<file path="config.mk">
export PLATFORM = sky130hd
export DESIGN_NAME = dio_self_op
export DESIGN_NICKNAME = d
export VERILOG_FILES = /design/src/design/dio_pkg.sv /design/src/design/dio_self_op.sv
export VERILOG_INCLUDE_DIRS = /design/src /design/src/design
export SDC_FILE = /design/constraint.sdc
export NUM_CORES = 2
export LEC_CHECK = 0
export BUFFER_PORTS_ARGS = -buffer_cell sky130_fd_sc_hd__buf_2
export CORE_UTILIZATION = 58
export CTS_BUF_LIST = sky130_fd_sc_hd__clkbuf_8
export CTS_CLUSTER_SIZE = 12
export DETAILED_ROUTE_END_ITERATION = 8
export PLACE_DENSITY_LB_ADDON = 0.15
export SLEW_MARGIN = 40
export SYNTH_ARGS = -nofsm -noshare
export SYNTH_HDL_FRONTEND = slang
export SYNTH_SLANG_ARGS = --single-unit
</file>
<file path="constraint.sdc">
create_clock -name CLK -period 22.8 [get_ports CLK]
set_clock_uncertainty 0.15 [all_clocks]
set_input_delay 0 -clock CLK [delete_from_list [all_inputs] [get_ports CLK]]
set_output_delay 0 -clock CLK [all_outputs]
set_load 0.005 [all_outputs]
</file>
<file path="src/design/dio_defines.svh">
/*
 * Register offsets, field positions, reset values and timing constants of the discrete I/O block.
 * Assumes inclusion by bare name from the design module.
 */
`ifndef DIO_DEFINES_SVH
`define DIO_DEFINES_SVH

`define DIO_OFS_IN_CFG     12'h000
`define DIO_OFS_IN_LEVEL   12'h004
`define DIO_OFS_OUT_CFG    12'h008
`define DIO_OFS_OUT_USER   12'h00C
`define DIO_OFS_STATUS_IN  12'h010
`define DIO_OFS_NRM_CFG0   12'h020
`define DIO_OFS_ERR_CFG0   12'h040
`define DIO_OFS_DUR0       12'h060
`define DIO_OFS_REF0       12'h080
`define DIO_OFS_EPC_LEN    12'h0A0
`define DIO_OFS_IRQ_STAT   12'h0A4
`define DIO_OFS_IRQ_MASK   12'h0A8
`define DIO_OFS_OUT_LEVEL  12'h0AC

`define DIO_PORT_STRIDE    12'h004
`define DIO_NRM_OP_MSB     2
`define DIO_NRM_EN_BIT     3
`define DIO_NRM_CNT_LSB    16
`define DIO_OCFG_MODE_MSB  1
`define DIO_OCFG_SEL_LSB   2
`define DIO_OCFG_SEL_MSB   4
`define DIO_OCFG_W         5
`define DIO_OCFG_STRIDE    8
`define DIO_EPC_LEN_MAX    6'h20
`define DIO_EPC_LEN_AUTO   6'h00
`define DIO_DUR_UNIT_US    100
`define DIO_DUR_UNIT_CYC   ((`DIO_DUR_UNIT_US * 1000) / 100)
`define DIO_IRQ_TRIG_LSB   0
`define DIO_IRQ_START_BIT  4
`define DIO_IRQ_NRM_LSB    5
`define DIO_IRQ_ERR_LSB    9
`define DIO_IRQ_W          13

`endif

</file>
<file path="src/design/dio_pkg.sv">
/*
 * Types shared by the discrete I/O block: output modes, status selections, comparison operators, states.
 * Assumes dio_defines.svh is on the include path.
 */
package dio_pkg;

	typedef enum logic [1:0] {
		OUT_USER   = 2'h0,
		OUT_STATUS = 2'h1,
		OUT_RESULT = 2'h2
	} out_mode_t;

	typedef enum logic [2:0] {
		SEL_RUN  = 3'h0,
		SEL_ERR  = 3'h1,
		SEL_ANY  = 3'h2,
		SEL_ANT1 = 3'h4,
		SEL_ANT2 = 3'h5,
		SEL_ANT3 = 3'h6,
		SEL_ANT4 = 3'h7
	} stat_sel_t;

	typedef enum logic [2:0] {
		CMP_GE   = 3'h0,
		CMP_LE   = 3'h1,
		CMP_EQ   = 3'h2,
		CMP_NE   = 3'h3,
		CMP_DEQ  = 3'h4,
		CMP_DNE  = 3'h5
	} cmp_op_t;

	typedef enum logic [1:0] {
		ST_IDLE  = 2'h0,
		ST_HOLD  = 2'h1
	} pulse_st_t;

	typedef struct packed {
		logic        valid;
		logic        ok;
		logic [15:0] tag_count;
		logic [31:0] data;
		logic [7:0]  err_code;
	} comm_result_t;

	typedef struct packed {
		logic       running;
		logic       fault;
		logic [3:0] ant_active;
		logic [1:0] ant_sel;
	} reader_status_t;

endpackage : dio_pkg

</file>
<file path="src/design/dio_self_op.sv">
/*
 * Discrete I/O and self-operation logic of the reader: four inputs, four programmable outputs,
 * command-series launch requests and timed judgment pulses, all configured over APB.
 * Assumes inputs are synchronous-enough levels from the pins, a command engine that takes the
 * launch pulses, and a tag engine that reports one result per completed communication.
 */
// The APB slave port and the register addresses were decided locally.
`include "dio_defines.svh"

// Contract
// - Each of four inputs is independently a readable input or a command trigger.
// - A readable input reports its present level whenever the host reads it.
// - A trigger input launches its stored command series on a rising edge.
// - Startup and each input have their own stored series slot.
// - Startup series runs at power-up and on each host network connection.
// - Each of four outputs is host-driven, status, or result output.
// - A host-driven output shows the last level the host commanded.
// - Running status output is steady while the reader runs normally.
// - Fault status output is steady while the reader is abnormally stopped.
// - Any-antenna status output is the OR of four antenna activities.
// - Antenna-select output n is high while antenna n is the chosen one.
// - A result output drives its judgment once a tag response returns.
// - Each output has two judgments, each with its own hold duration.
// - Normal judgment compares tag count or read data against configured reference.
// - Error judgment fires when abnormal end code equals configured code.
// - EPC length zero selects auto detection, one to thirty-two fixed.
module dio_self_op #(
	parameter int NPORT  = 4,
	parameter int DUR_W  = 16
) (
	// Clock and reset
	input  wire logic                    CLK,
	input  wire logic                    SYS_RST,
	// APB slave
	input  wire logic                    PSEL,
	input  wire logic                    PENABLE,
	input  wire logic                    PWRITE,
	input  wire logic [11:0]             PADDR,
	input  wire logic [31:0]             PWDATA,
	output logic      [31:0]             PRDATA,
	output logic                         PREADY,
	output logic                         PSLVERR,
	// Discrete pins
	input  wire logic [NPORT-1:0]        DIN,
	output logic      [NPORT-1:0]        DOUT,
	// Reader state and tag engine
	input  wire dio_pkg::reader_status_t RDR_STATUS,
	input  wire dio_pkg::comm_result_t   COMM_RESULT,
	input  wire logic                    HOST_CONNECT,
	// Command series launch requests, one-cycle pulses, and the EPC length setting
	output logic                         RUN_STARTUP,
	output logic      [NPORT-1:0]        RUN_INPUT,
	output logic      [5:0]              EPC_LEN,
	output logic                         EPC_AUTO,
	// Interrupt
	output logic                         IRQ
);

	// Two durations share one register word, so a duration wider than half a word cannot be stored.
	generate
		if (NPORT != 4) begin : g_bad_nport
			$error("dio_self_op supports exactly four ports");
		end
		if (DUR_W < 1 || DUR_W > 16) begin : g_bad_dur_w
			$error("dio_self_op DUR_W out of range");
		end
	endgenerate

	localparam int DUR_CYC = `DIO_DUR_UNIT_CYC;

	// Per-port settings live in small arrays indexed by port number.
	logic [NPORT-1:0]          sync1_r;
	logic [NPORT-1:0]          sync2_r;
	logic [NPORT-1:0]          prev_r;
	logic [NPORT-1:0]          in_cfg_r;
	logic [NPORT-1:0]          user_out_r;
	logic [4:0]                out_cfg_r [NPORT];
	logic [31:0]               nrm_cfg_r [NPORT];
	logic [7:0]                err_cfg_r [NPORT];
	logic [2*DUR_W-1:0]        dur_r     [NPORT];
	logic [31:0]               ref_r     [NPORT];
	logic [5:0]                epc_len_r;
	logic [`DIO_IRQ_W-1:0]     irq_stat_r;
	logic [`DIO_IRQ_W-1:0]     irq_mask_r;
	logic                      boot_r;
	logic                      conn_prev_r;
	logic [NPORT-1:0]          dout_r;
	logic [NPORT-1:0]          edge_hit;
	logic                      startup_hit;
	logic [NPORT-1:0]          nrm_hit;
	logic [NPORT-1:0]          err_hit;
	logic [NPORT-1:0]          pulse_lvl;
	logic [NPORT-1:0]          stat_lvl;
	logic [`DIO_IRQ_W-1:0]     irq_set;
	logic                      wr_en;
	logic                      rd_en;
	logic [31:0]               rd_data;
	logic                      rd_ok;
	logic                      rd_stat;

	// Decodes the per-port register index from an address inside a four-word bank.
	function automatic logic [1:0] port_idx(input logic [11:0] addr, input logic [11:0] base);
		logic [11:0] ofs;
		ofs = addr - base;
		port_idx = ofs[3:2];
	endfunction : port_idx

	// True when the address falls inside a bank of four consecutive words.
	function automatic logic in_bank(input logic [11:0] addr, input logic [11:0] base);
		in_bank = (addr >= base) && (addr < base + (`DIO_PORT_STRIDE << 2));
	endfunction : in_bank

	// Status source selection for a status-mode output.
	// Antenna select codes zero to three stand for antennas one to four.
	function automatic logic status_level(input logic [2:0] sel, input dio_pkg::reader_status_t st);
		case (dio_pkg::stat_sel_t'(sel))
			dio_pkg::SEL_RUN:  status_level = st.running;
			dio_pkg::SEL_ERR:  status_level = st.fault;
			dio_pkg::SEL_ANY:  status_level = |st.ant_active;
			dio_pkg::SEL_ANT1: status_level = (st.ant_sel == 2'h0);
			dio_pkg::SEL_ANT2: status_level = (st.ant_sel == 2'h1);
			dio_pkg::SEL_ANT3: status_level = (st.ant_sel == 2'h2);
			dio_pkg::SEL_ANT4: status_level = (st.ant_sel == 2'h3);
			default:           status_level = 1'b0;
		endcase
	endfunction : status_level

	// Normal-completion comparison: field [2:0] operator, [3] enable, [31:16] compared count.
	function automatic logic normal_match(input logic [31:0] cfg, input logic [31:0] refd,
		input dio_pkg::comm_result_t r);
		logic [15:0] num;
		num = cfg[31:`DIO_NRM_CNT_LSB];
		case (dio_pkg::cmp_op_t'(cfg[`DIO_NRM_OP_MSB:0]))
			dio_pkg::CMP_GE:  normal_match = r.tag_count >= num;
			dio_pkg::CMP_LE:  normal_match = r.tag_count <= num;
			dio_pkg::CMP_EQ:  normal_match = r.tag_count == num;
			dio_pkg::CMP_NE:  normal_match = r.tag_count != num;
			dio_pkg::CMP_DEQ: normal_match = r.data == refd;
			dio_pkg::CMP_DNE: normal_match = r.data != refd;
			default:          normal_match = 1'b0;
		endcase
	endfunction : normal_match

	// The slave never stretches a transfer, so every access completes in its first access cycle.
	assign wr_en   = PSEL && PENABLE && PWRITE;
	assign rd_en   = PSEL && PENABLE && !PWRITE;
	assign PREADY  = 1'b1;

	// Only the second stage feeds edge detection so a metastable first stage never fans out.
	// The edge memory resets to the idle low level, so a line held low through reset gives no false edge.
	always_ff @(posedge CLK or posedge SYS_RST) begin
		if (SYS_RST) begin
			sync1_r <= '0;
			sync2_r <= '0;
			prev_r  <= '0;
		end else begin
			sync1_r <= DIN;
			sync2_r <= sync1_r;
			prev_r  <= sync2_r;
		end
	end

	assign edge_hit = sync2_r & ~prev_r & in_cfg_r;

	// Startup fires once after reset and on each rising edge of the host connection level.
	// A host that drops and re-establishes its connection launches the startup series again.
	always_ff @(posedge CLK or posedge SYS_RST) begin
		if (SYS_RST) begin
			boot_r      <= 1'b1;
			conn_prev_r <= 1'b0;
		end else begin
			boot_r      <= 1'b0;
			conn_prev_r <= HOST_CONNECT;
		end
	end

	assign startup_hit = boot_r || (HOST_CONNECT && !conn_prev_r);

	// Launch requests are registered so the command engine sees clean one-cycle pulses.
	always_ff @(posedge CLK or posedge SYS_RST) begin
		if (SYS_RST) begin
			RUN_STARTUP <= 1'b0;
			RUN_INPUT   <= '0;
		end else begin
			RUN_STARTUP <= startup_hit;
			RUN_INPUT   <= edge_hit;
		end
	end

	// Register writes; read-only and unmapped addresses fall through and are ignored.
	// Reserved bits are dropped on the way in, except in the normal-judgment words, which are stored whole.
	always_ff @(posedge CLK or posedge SYS_RST) begin
		if (SYS_RST) begin
			in_cfg_r   <= '0;
			user_out_r <= '0;
			epc_len_r  <= `DIO_EPC_LEN_AUTO;
			irq_mask_r <= '0;
			for (int i = 0; i < NPORT; i++) begin
				out_cfg_r[i] <= '0;
				nrm_cfg_r[i] <= '0;
				err_cfg_r[i] <= '0;
				dur_r[i]     <= '0;
				ref_r[i]     <= '0;
			end
		end else if (wr_en) begin
			case (PADDR)
				`DIO_OFS_IN_CFG:   in_cfg_r   <= PWDATA[NPORT-1:0];
				`DIO_OFS_OUT_USER: user_out_r <= PWDATA[NPORT-1:0];
				`DIO_OFS_IRQ_MASK: irq_mask_r <= PWDATA[`DIO_IRQ_W-1:0];
				`DIO_OFS_EPC_LEN: begin
					// The whole word is compared so that a large value is refused rather than wrapped.
					if (PWDATA <= 32'(`DIO_EPC_LEN_MAX)) begin
						epc_len_r <= PWDATA[5:0];
					end
				end
				`DIO_OFS_OUT_CFG: begin
					for (int i = 0; i < NPORT; i++) begin
						out_cfg_r[i] <= PWDATA[i*`DIO_OCFG_STRIDE +: `DIO_OCFG_W];
					end
				end
				default: begin
					if (in_bank(PADDR, `DIO_OFS_NRM_CFG0)) begin
						nrm_cfg_r[port_idx(PADDR, `DIO_OFS_NRM_CFG0)] <= PWDATA;
					end else if (in_bank(PADDR, `DIO_OFS_ERR_CFG0)) begin
						err_cfg_r[port_idx(PADDR, `DIO_OFS_ERR_CFG0)] <= PWDATA[7:0];
					end else if (in_bank(PADDR, `DIO_OFS_DUR0)) begin
						dur_r[port_idx(PADDR, `DIO_OFS_DUR0)] <= PWDATA[2*DUR_W-1:0];
					end else if (in_bank(PADDR, `DIO_OFS_REF0)) begin
						ref_r[port_idx(PADDR, `DIO_OFS_REF0)] <= PWDATA;
					end
				end
			endcase
		end
	end

	assign EPC_LEN  = epc_len_r;
	// Auto mode is the reset value, so the tag engine detects the length until software fixes one.
	assign EPC_AUTO = (epc_len_r == `DIO_EPC_LEN_AUTO);

	// Per-port judgment timers; the error judgment wins when both could fire on one result.
	genvar g;
	generate
		for (g = 0; g < NPORT; g++) begin : g_port
			dio_pkg::pulse_st_t st_r;
			logic [DUR_W-1:0]   left_r;
			logic [15:0]        tick_r;
			logic [DUR_W-1:0]   load;

			assign nrm_hit[g] = COMM_RESULT.valid && COMM_RESULT.ok && nrm_cfg_r[g][`DIO_NRM_EN_BIT]
				&& normal_match(nrm_cfg_r[g], ref_r[g], COMM_RESULT);
			assign err_hit[g] = COMM_RESULT.valid && !COMM_RESULT.ok
				&& (COMM_RESULT.err_code == err_cfg_r[g]);
			// A zero duration leaves the line untouched, so a port may judge one condition only.
			assign load = err_hit[g] ? dur_r[g][2*DUR_W-1:DUR_W] : dur_r[g][DUR_W-1:0];

			always_ff @(posedge CLK or posedge SYS_RST) begin
				if (SYS_RST) begin
					st_r   <= dio_pkg::ST_IDLE;
					left_r <= '0;
					tick_r <= '0;
				// A new hit restarts the prescaler too, so a retriggered pulse always lasts its full duration.
				end else if ((nrm_hit[g] || err_hit[g]) && load != '0) begin
					st_r   <= dio_pkg::ST_HOLD;
					left_r <= load;
					tick_r <= '0;
				end else begin
					case (st_r)
						dio_pkg::ST_IDLE: begin
							st_r <= dio_pkg::ST_IDLE;
						end
						dio_pkg::ST_HOLD: begin
							if (tick_r == 16'(DUR_CYC - 1)) begin
								tick_r <= '0;
								if (left_r == DUR_W'(1)) begin
									st_r <= dio_pkg::ST_IDLE;
								end
								left_r <= left_r - DUR_W'(1);
							end else begin
								tick_r <= tick_r + 16'h0001;
							end
						end
						default: st_r <= dio_pkg::ST_IDLE;
					endcase
				end
			end

			// Each port forms both candidate levels; the output stage picks one by mode.
			assign pulse_lvl[g] = (st_r == dio_pkg::ST_HOLD);
			assign stat_lvl[g]  = status_level(out_cfg_r[g][`DIO_OCFG_SEL_MSB:`DIO_OCFG_SEL_LSB], RDR_STATUS);
		end
	endgenerate

	// Output pins come from flip-flops, selected by each port's mode.
	// Reserved mode codes drive low, so a half-written setup never pulses a line.
	always_ff @(posedge CLK or posedge SYS_RST) begin
		if (SYS_RST) begin
			dout_r <= '0;
		end else begin
			for (int i = 0; i < NPORT; i++) begin
				case (dio_pkg::out_mode_t'(out_cfg_r[i][`DIO_OCFG_MODE_MSB:0]))
					dio_pkg::OUT_USER:   dout_r[i] <= user_out_r[i];
					dio_pkg::OUT_STATUS: dout_r[i] <= stat_lvl[i];
					dio_pkg::OUT_RESULT: dout_r[i] <= pulse_lvl[i];
					default:             dout_r[i] <= 1'b0;
				endcase
			end
		end
	end

	assign DOUT = dout_r;

	assign irq_set = {err_hit, nrm_hit, startup_hit, edge_hit};

	assign rd_stat = rd_en && (PADDR == `DIO_OFS_IRQ_STAT);

	// A read clears only the bits it captured in its setup cycle, so an event that lands
	// between capture and clear stays pending; an event in the clearing cycle still lands.
	always_ff @(posedge CLK or posedge SYS_RST) begin
		if (SYS_RST) begin
			irq_stat_r <= '0;
		end else begin
			irq_stat_r <= (irq_stat_r & ~(rd_stat ? PRDATA[`DIO_IRQ_W-1:0] : '0)) | irq_set;
		end
	end

	// The interrupt is a level that stays high until every unmasked status bit has been read.
	assign IRQ = |(irq_stat_r & irq_mask_r);

	// Trigger-mode inputs read as zero, since their level only matters as an edge.
	always_comb begin
		rd_data = '0;
		rd_ok   = 1'b1;
		case (PADDR)
			`DIO_OFS_IN_CFG:    rd_data[NPORT-1:0] = in_cfg_r;
			`DIO_OFS_IN_LEVEL:  rd_data[NPORT-1:0] = sync2_r & ~in_cfg_r;
			`DIO_OFS_OUT_USER:  rd_data[NPORT-1:0] = user_out_r;
			`DIO_OFS_OUT_LEVEL: rd_data[NPORT-1:0] = dout_r;
			`DIO_OFS_EPC_LEN:   rd_data[5:0] = epc_len_r;
			`DIO_OFS_IRQ_STAT:  rd_data[`DIO_IRQ_W-1:0] = irq_stat_r;
			`DIO_OFS_IRQ_MASK:  rd_data[`DIO_IRQ_W-1:0] = irq_mask_r;
			`DIO_OFS_STATUS_IN: rd_data[7:0] = RDR_STATUS;
			`DIO_OFS_OUT_CFG: begin
				for (int i = 0; i < NPORT; i++) begin
					rd_data[i*`DIO_OCFG_STRIDE +: `DIO_OCFG_W] = out_cfg_r[i];
				end
			end
			default: begin
				if (in_bank(PADDR, `DIO_OFS_NRM_CFG0)) begin
					rd_data = nrm_cfg_r[port_idx(PADDR, `DIO_OFS_NRM_CFG0)];
				end else if (in_bank(PADDR, `DIO_OFS_ERR_CFG0)) begin
					rd_data[7:0] = err_cfg_r[port_idx(PADDR, `DIO_OFS_ERR_CFG0)];
				end else if (in_bank(PADDR, `DIO_OFS_DUR0)) begin
					rd_data[2*DUR_W-1:0] = dur_r[port_idx(PADDR, `DIO_OFS_DUR0)];
				end else if (in_bank(PADDR, `DIO_OFS_REF0)) begin
					rd_data = ref_r[port_idx(PADDR, `DIO_OFS_REF0)];
				end else begin
					rd_ok = 1'b0;
				end
			end
		endcase
	end

	// Read data is registered at the end of the setup cycle so PRDATA stays a flip-flop output.
	always_ff @(posedge CLK or posedge SYS_RST) begin
		if (SYS_RST) begin
			PRDATA  <= '0;
		end else if (PSEL && !PENABLE && !PWRITE) begin
			PRDATA  <= rd_data;
		end
	end

	// Unmapped writes are dropped quietly; only a read reports an error, as its data would mean nothing.
	assign PSLVERR = PSEL && PENABLE && !rd_ok && !PWRITE;

endmodule : dio_self_op

</file>
**Word level (Yosys, flattened, before mapping)**

Index checks and enable logic that the tools add are counted.

- Add/sub/neg operators: 12
- Multiply operators: 0
- Divide/modulo/power cells: 0
- $lt $le $gt $ge: 25
- Equal/unequal tests: 103
- Shifts and indexed selects: 0
- Mux-type cells: 101
- Bitwise logic cells: 17
- Reduce and logical (&&, ||, !) cells: 98

Operators by type and width:

| cell | count |
|---|---|
| $mux W16 | 28 |
| $bwmux W128 | 3 |
| $mux W32 | 12 |
| $bmux W32 S2 | 3 |
| $demux W32 S2 | 3 |
| $eq A32 B32 Y1 | 4 |
| $ne A32 B32 Y1 | 4 |
| $eq A3 B3 Y1 const B | 24 |
| $add A16 B1 Y16 const B | 4 |
| $eq A16 B1 Y1 const B | 4 |
| $eq A16 B10 Y1 const B | 4 |
| $eq A16 B16 Y1 | 4 |
| $ge A16 B16 Y1 | 4 |
| $le A16 B16 Y1 | 4 |
| $ne A16 B16 Y1 | 4 |
| $reduce_bool A16 Y1 | 4 |
| $sub A16 B1 Y16 const B | 4 |
| $eq A12 B8 Y1 const B | 4 |
| $eq A3 B2 Y1 const B | 12 |
| $pmux W4 S9 | 1 |
| $logic_and A1 B1 Y1 | 35 |
| $bwmux W32 | 1 |
| $eq A8 B8 Y1 | 4 |
| $le A32 B6 Y1 const B | 1 |
| other kinds (56) | 181 |

- Register bits: 667
- Latch bits: 0
- RAM bits: 0
- Memory bits (read-only): 0
- Input port bits: 120
- Output and inout port bits: 51
- Logic and storage cells: 402
- Memories kept: 0

**Longest topological paths before layout**

- Word-level depth: 10
- Depth in mapped cells: 13
- Mapped depth without buffers: 10

**Worst setup path after synthesis**

Ideal clock, no wire load.

- Path type: reg2reg
- Start point: reg nrm_cfg_r[87] in the netlist's numbering
- End point: reg g_port[1].left_r[0]
- Library setup time: 79 ps
- Data arrival time: 2710 ps
- Data required time: 22571 ps
- Path slack: 19861 ps
- Cell stages (with the launch flop): 12
- Buffers on the path: 1
- Period minus slack after synthesis: 2939 ps
- Cell sequence: dfrtp_1 > inv_1 > ha_1 > a21oi_1 > o21a_1 > o221ai_1 > a2111oi_0 > nor4_1 > a221o_1 > o31ai_4 > buf_2 > mux2i_1

- Longest elaborated chain between the ends: 7
- Elaborated cells on any way between the ends: 12
- Classes of those cells: order compare (2); eq/ne (2); mux (2); reduce/logical (6)

Ends and longest elaborated chain:

| element | RTL line | RTL |
|---|---|---|
| start, declared | dio_self_op.sv:78 | `logic [31:0] nrm_cfg_r [NPORT];` |
| start signal, assigned by index | dio_self_op.sv:200 | `nrm_cfg_r[i] <= '0;` |
| start signal, assigned by index | dio_self_op.sv:223 | `` nrm_cfg_r[port_idx(PADDR, `DIO_OFS_NRM_CFG0)] <= PWDATA; `` |
| $le A16 B16 Y1, or another cell as far along | dio_self_op.sv:135 | `dio_pkg::CMP_LE: normal_match = r.tag_count <= num;` |
| $pmux W1 S6 (*) | dio_self_op.sv:133 | `` case (dio_pkg::cmp_op_t'(cfg[`DIO_NRM_OP_MSB:0])) `` |
| $logic_and A1 B1 Y1 (*) | dio_self_op.sv:249 | `` assign nrm_hit[g] = COMM_RESULT.valid && COMM_RESULT.ok && nrm_cfg_r[g][`DIO_NRM_EN_BIT] `` |
| $logic_or A1 B1 Y1 (*) | dio_self_op.sv:262 | `end else if ((nrm_hit[g] \|\| err_hit[g]) && load != '0) begin` |
| $logic_and A1 B1 Y1 (*) | dio_self_op.sv:262 |  |
| $reduce_bool A2 Y1 (no line) | n/a |  |
| $reduce_and A2 Y1 (no line) | n/a |  |
| end signal, assigned | dio_self_op.sv:264 | `left_r <= load;` |
| end signal, assigned | dio_self_op.sv:277 | `left_r <= left_r - DUR_W'(1);` |
| end, declared | dio_self_op.sv:245 | `logic [DUR_W-1:0] left_r;` |

Every way passes the cells marked *; elsewhere a longest branch is shown, timed or not.
A chain may end at the register's enable or synchronous reset.

**Worst setup path after layout**

- Start point: in PADDR[3]
- End point: reg PRDATA[5]

- Longest elaborated chain between the ends: 10
- Elaborated cells on any way between the ends: 47
- Classes of those cells: add/sub (4); order compare (8); eq/ne (8); mux (17); bitwise (4); reduce/logical (6)

Ends and longest elaborated chain:

| element | RTL line | RTL |
|---|---|---|
| start, declared | dio_self_op.sv:38 | `input wire logic [11:0] PADDR,` |
| $sub A4 B1 Y4 | dio_self_op.sv:104 | `ofs = addr - base;` |
| $not A2 Y3 | n/a |  |
| $bmux W32 S2 | dio_self_op.sv:355 | `` rd_data = ref_r[port_idx(PADDR, `DIO_OFS_REF0)]; `` |
| $mux W32 (2 in series) | dio_self_op.sv:355 |  |
| $mux W32 | dio_self_op.sv:354 | `` end else if (in_bank(PADDR, `DIO_OFS_REF0)) begin `` |
| $mux W32 | dio_self_op.sv:352 | `` end else if (in_bank(PADDR, `DIO_OFS_DUR0)) begin `` |
| $mux W8 | dio_self_op.sv:350 | `` end else if (in_bank(PADDR, `DIO_OFS_ERR_CFG0)) begin `` |
| $mux W32 | dio_self_op.sv:348 | `` if (in_bank(PADDR, `DIO_OFS_NRM_CFG0)) begin `` |
| $pmux W1 S5 (*) | dio_self_op.sv:333 | `case (PADDR)` |
| end signal, assigned | dio_self_op.sv:368 | `PRDATA <= rd_data;` |
| end, declared | dio_self_op.sv:40 | `output logic [31:0] PRDATA,` |

Every way passes the cells marked *; elsewhere a longest branch is shown, timed or not. The select of a mux whose other input is x is not followed.

==> results.json <==
{
  "wl_per_cell_um": 27.6,
  "grt_pass1_wl_mm": 172,
  "cts_root_buffer": "clkbuf_8",
  "yosys.area_share.xor_xnor_pct": 6.00,
  "crit_path_start_kind": "primary input",
  "cts_resized": 0,
  "gp_congestion": 0.942,
  "switching_power_mw": 0.674,
  "p_per_area_nw_per_um2": 62.6,
  "cp_data_arrival_time_ps": 5030,
  "p_clk_share_pct": 42.5,
  "sw_frac_of_total_pct": 26.4,
  "synth_top_flop_cell": "dfrtp_1",
  "critPathBufInv": 5,
  "worstMarginPinSlew_ps": 930,
  "power_mw": 2.55,
  "hold_viol_final": 0,
  "timing.final.crit_share_pct": 19.8,
  "timing.setup.tns_ps": 0,
  "ys_ff_latch": 663,
  "crit_path_end_kind": "flop",
  "crit_chain": "dlygate4sd3_1, buf_6, buf_4, nand2b_1, nor2_1, a221o_1, nor3_1, dlygate4sd3_1, a21oi_1, dlygate4sd3_1",
  "syn_inst": 2995,
  "grt_max_degree": 134,
  "fp-row-count": 90,
  "postCtsSetupBuffers": 0,
  "synth_edf_count": 0,
  "synth_top_family_by_area": "multiplexers",
  "status": "completed",
  "die_w_um": 251,
  "clock_sinks": 663,
  "grt_overflow": 0,
  "start_util_pct": 59.1,
  "drv_slew": 0,
  "vias_per_cell": 6.55,
  "die_area_sq_um": 62900,
  "ant_nets": 0,
  "nFillCells": 4504,
  "crit_type": "primary input to flop",
  "drtIter0Drc": 2645,
  "slowest_delay_ps": 860,
  "yosysSeqAreaShare_pct": 46.2,
  "leakage_nw": 18.6,
  "ctsHtreeMaxLevel": 3,
  "fin_util_pct": 67.2,
  "timing.fmax_ghz": 0.222,
  "synth_compound_area_share_pct": 6.53,
  "wirelength_mm": 114,
  "syn-cell-area_sq_um": 35900,
  "synthMuxAreaShare_pct": 24.8,
  "worstSkewPairLatency_ps": 750,
  "hpwl_mm": 79.1,
  "crit_slowest_cell": "nor2_1",
  "hold_path.class": "primary input to flop",
  "io_buffers": 169,
  "synthAdderAreaFrac_pct": 2.65,
  "final_nets": 3440,
  "grt_pass1_vias": 27536,
  "io_pins": 171,
  "cts_tree": "done",
  "place_inst": 3812,
  "cts_made_buffers": 112,
  "cpMostUsedCell": "dlygate4sd3_1",
  "drv_cap": 0,
  "die_y_um": 251,
  "relSlewSlack_pct": 37.1,
  "clk_pin_slew_ps": 60,
  "synth_cell_type_count": 81,
  "grt_usage_pct": 36.6,
  "area_delta_synth_final_pct": 13.7,
  "antenna_found_initial": 6,
  "cts_max_path_buffers": 3,
  "drive_gt1_share_pct": 29.2,
  "hold_buffers": 98,
  "rsz0062_at_grt": "false",
  "p_int_mw": 1.88,
  "route.detailed.drc": 0,
  "via_count": 26957,
  "drtPass1Iterations": 7,
  "core_sq_um": 60700,
  "synth_nets": 3191,
  "required_ps": 23320,
  "period_minus_slack_ps": 4510,
  "pwr-share-comb_pct": 9.1,
  "avgSynthCellArea_sq_um": 12.0,
  "synthArstFlopShare_pct": 100,
  "path_delay_family": "buffers and inverters",
  "instances_no_fill": 4116,
  "path_max_fanout": 49,
  "ir_drop_uv": 59.6,
  "seqPwrFrac_pct": 48.5,
  "yosys_warnings": 0,
  "synthSimpleGateAreaFrac_pct": 10.7,
  "setup_violations": 0
}
==> cell usage in the layout (no fill, tap or decap), types with 15 or more instances in the layout <==
cell           count
a21o_1            20
a21oi_1           88
a22oi_1           63
a31oi_1           22
and3_1            34
buf_2            167
buf_4             30
clkbuf_8         150
dfrtp_1          660
dlygate4sd3_1     98
ha_1              76
inv_1            124
mux2_1            33
mux2_2           408
mux2_4            30
mux2i_1          113
mux4_2           105
nand2_1          116
nand2b_1          21
nand3_1           40
nand3b_1          15
nand4_1           54
nor2_1           144
nor2b_1           19
nor3_1            54
nor4_1            95
o21ai_0           79
o22ai_1           27
xnor2_1           70
xor2_1           176
==> area by class of cell <==
class                   instances  area [sq um]  share of cell area, %
inverters                      85           332                  0.813
repair buffers                308          2250                   5.51
well taps                     782           978                   2.40
flip-flops and latches        663         16600                   40.7
multi-input cells            2074         18300                   44.9
diodes                          2          5.00                 0.0123
clock buffers                 148          2040                   4.99
clock inverters                54           269                  0.659
==> metal layers <==
| layer | vias up | GRT usage, % | routed length (um) | part of all wire [%] |
|---|---|---|---|---|
| met5 | - | 0 | 32 | 0.028 |
| li1 | 11562 | - | - | - |
| met3 | 309 | 9.17 | 9700 | 8.5 |
| met1 | 13840 | 47.8 | 44900 | 40 |
| met2 | 1240 | 57.5 | 52900 | 47 |
| met4 | 6 | 17.4 | 6080 | 5.3 |
==> power groups by stage <==
stage          clock (mW)  combinational [mW]  sequential [mW]
2_1_floorplan           0               0.130             1.25
3_3_place_gp            0               0.207             1.26
3_5_place_dp            0               0.214             1.26
4_1_cts              1.10               0.228             1.24
5_1_grt              1.15               0.253             1.24
6_report             1.08               0.231             1.24
==> cells by family (layout without fill, tap and decap cells) <==
group / Yosys count / after routing
AND/OR/NAND/NOR: 701 / 701
multiplexers: 689 / 689
flip-flops: 663 / 663
AO/OA/AOI/OAI: 360 / 360
buffers and inverters: 258 / 595
XOR/XNOR: 246 / 246
adder cells (fa/ha/maj): 76 / 76
other: 2 / 4
==> registers in the layout (all words and copies together), names as in the netlist, 6 cells and up <==
| name | cells |
|---|---|
| dur_r | 128 |
| nrm_cfg_r | 128 |
| ref_r | 128 |
| g_port.left_r | 64 |
| g_port.tick_r | 64 |
| PRDATA | 32 |
| err_cfg_r | 32 |
| out_cfg_r | 20 |
| irq_mask_r | 13 |
| irq_stat_r | 13 |
| EPC_LEN | 6 |
==> synthesized netlist by cell type (79+ instances only) <==
master / number / area (sq um)
dfrtp_1: 662 / 16600
mux2_2: 408 / 4590
xor2_1: 176 / 1540
nor2_1: 154 / 578
nand2_1: 116 / 435
mux2i_1: 113 / 1130
mux4_2: 105 / 2360
nor4_1: 101 / 632
clkbuf_1: 91 / 342
a21oi_1: 88 / 440
inv_1: 85 / 319
o21ai_0: 79 / 395
==> final timing paths <==
check                      depth (start not counted)            from              endpoint  slack, ps
min in group asynchronous                          4         SYS_RST         nrm_cfg_r[49]        360
hold reg to reg                                    0      sync1_r[3]            sync2_r[3]        200
hold / removal                                     4   RDR_STATUS[4]             PRDATA[4]         60
max in group asynchronous                          6         SYS_RST         irq_mask_r[8]      20180
setup reg to reg                                  10  nrm_cfg_r[127]  g_port[0].tick_r[12]      18330
setup / recovery                                  10        PADDR[3]             PRDATA[5]      18290
==> tightest hold or removal path: stages <==
cell and delay (ps):
buf_2 100, a221oi_1 90, a31oi_1 160, dlygate4sd3_1 560
==> through the flow <==
| step | worst slack (ps) | hold slack (ps) | instance area [sq um] |
|---|---|---|---|
| global route | 18230 | 59.1 | 40800 |
| finish | 18290 | 59.4 | 40800 |
| floorplan | 4070 | -119 | 35900 |
| CTS | 18400 | 13.3 | 40700 |
| detailed placement | 18440 | -39.5 | 37500 |
| global placement | 18510 | -41.5 | 37300 |
(Power assumes the default switching activity.)
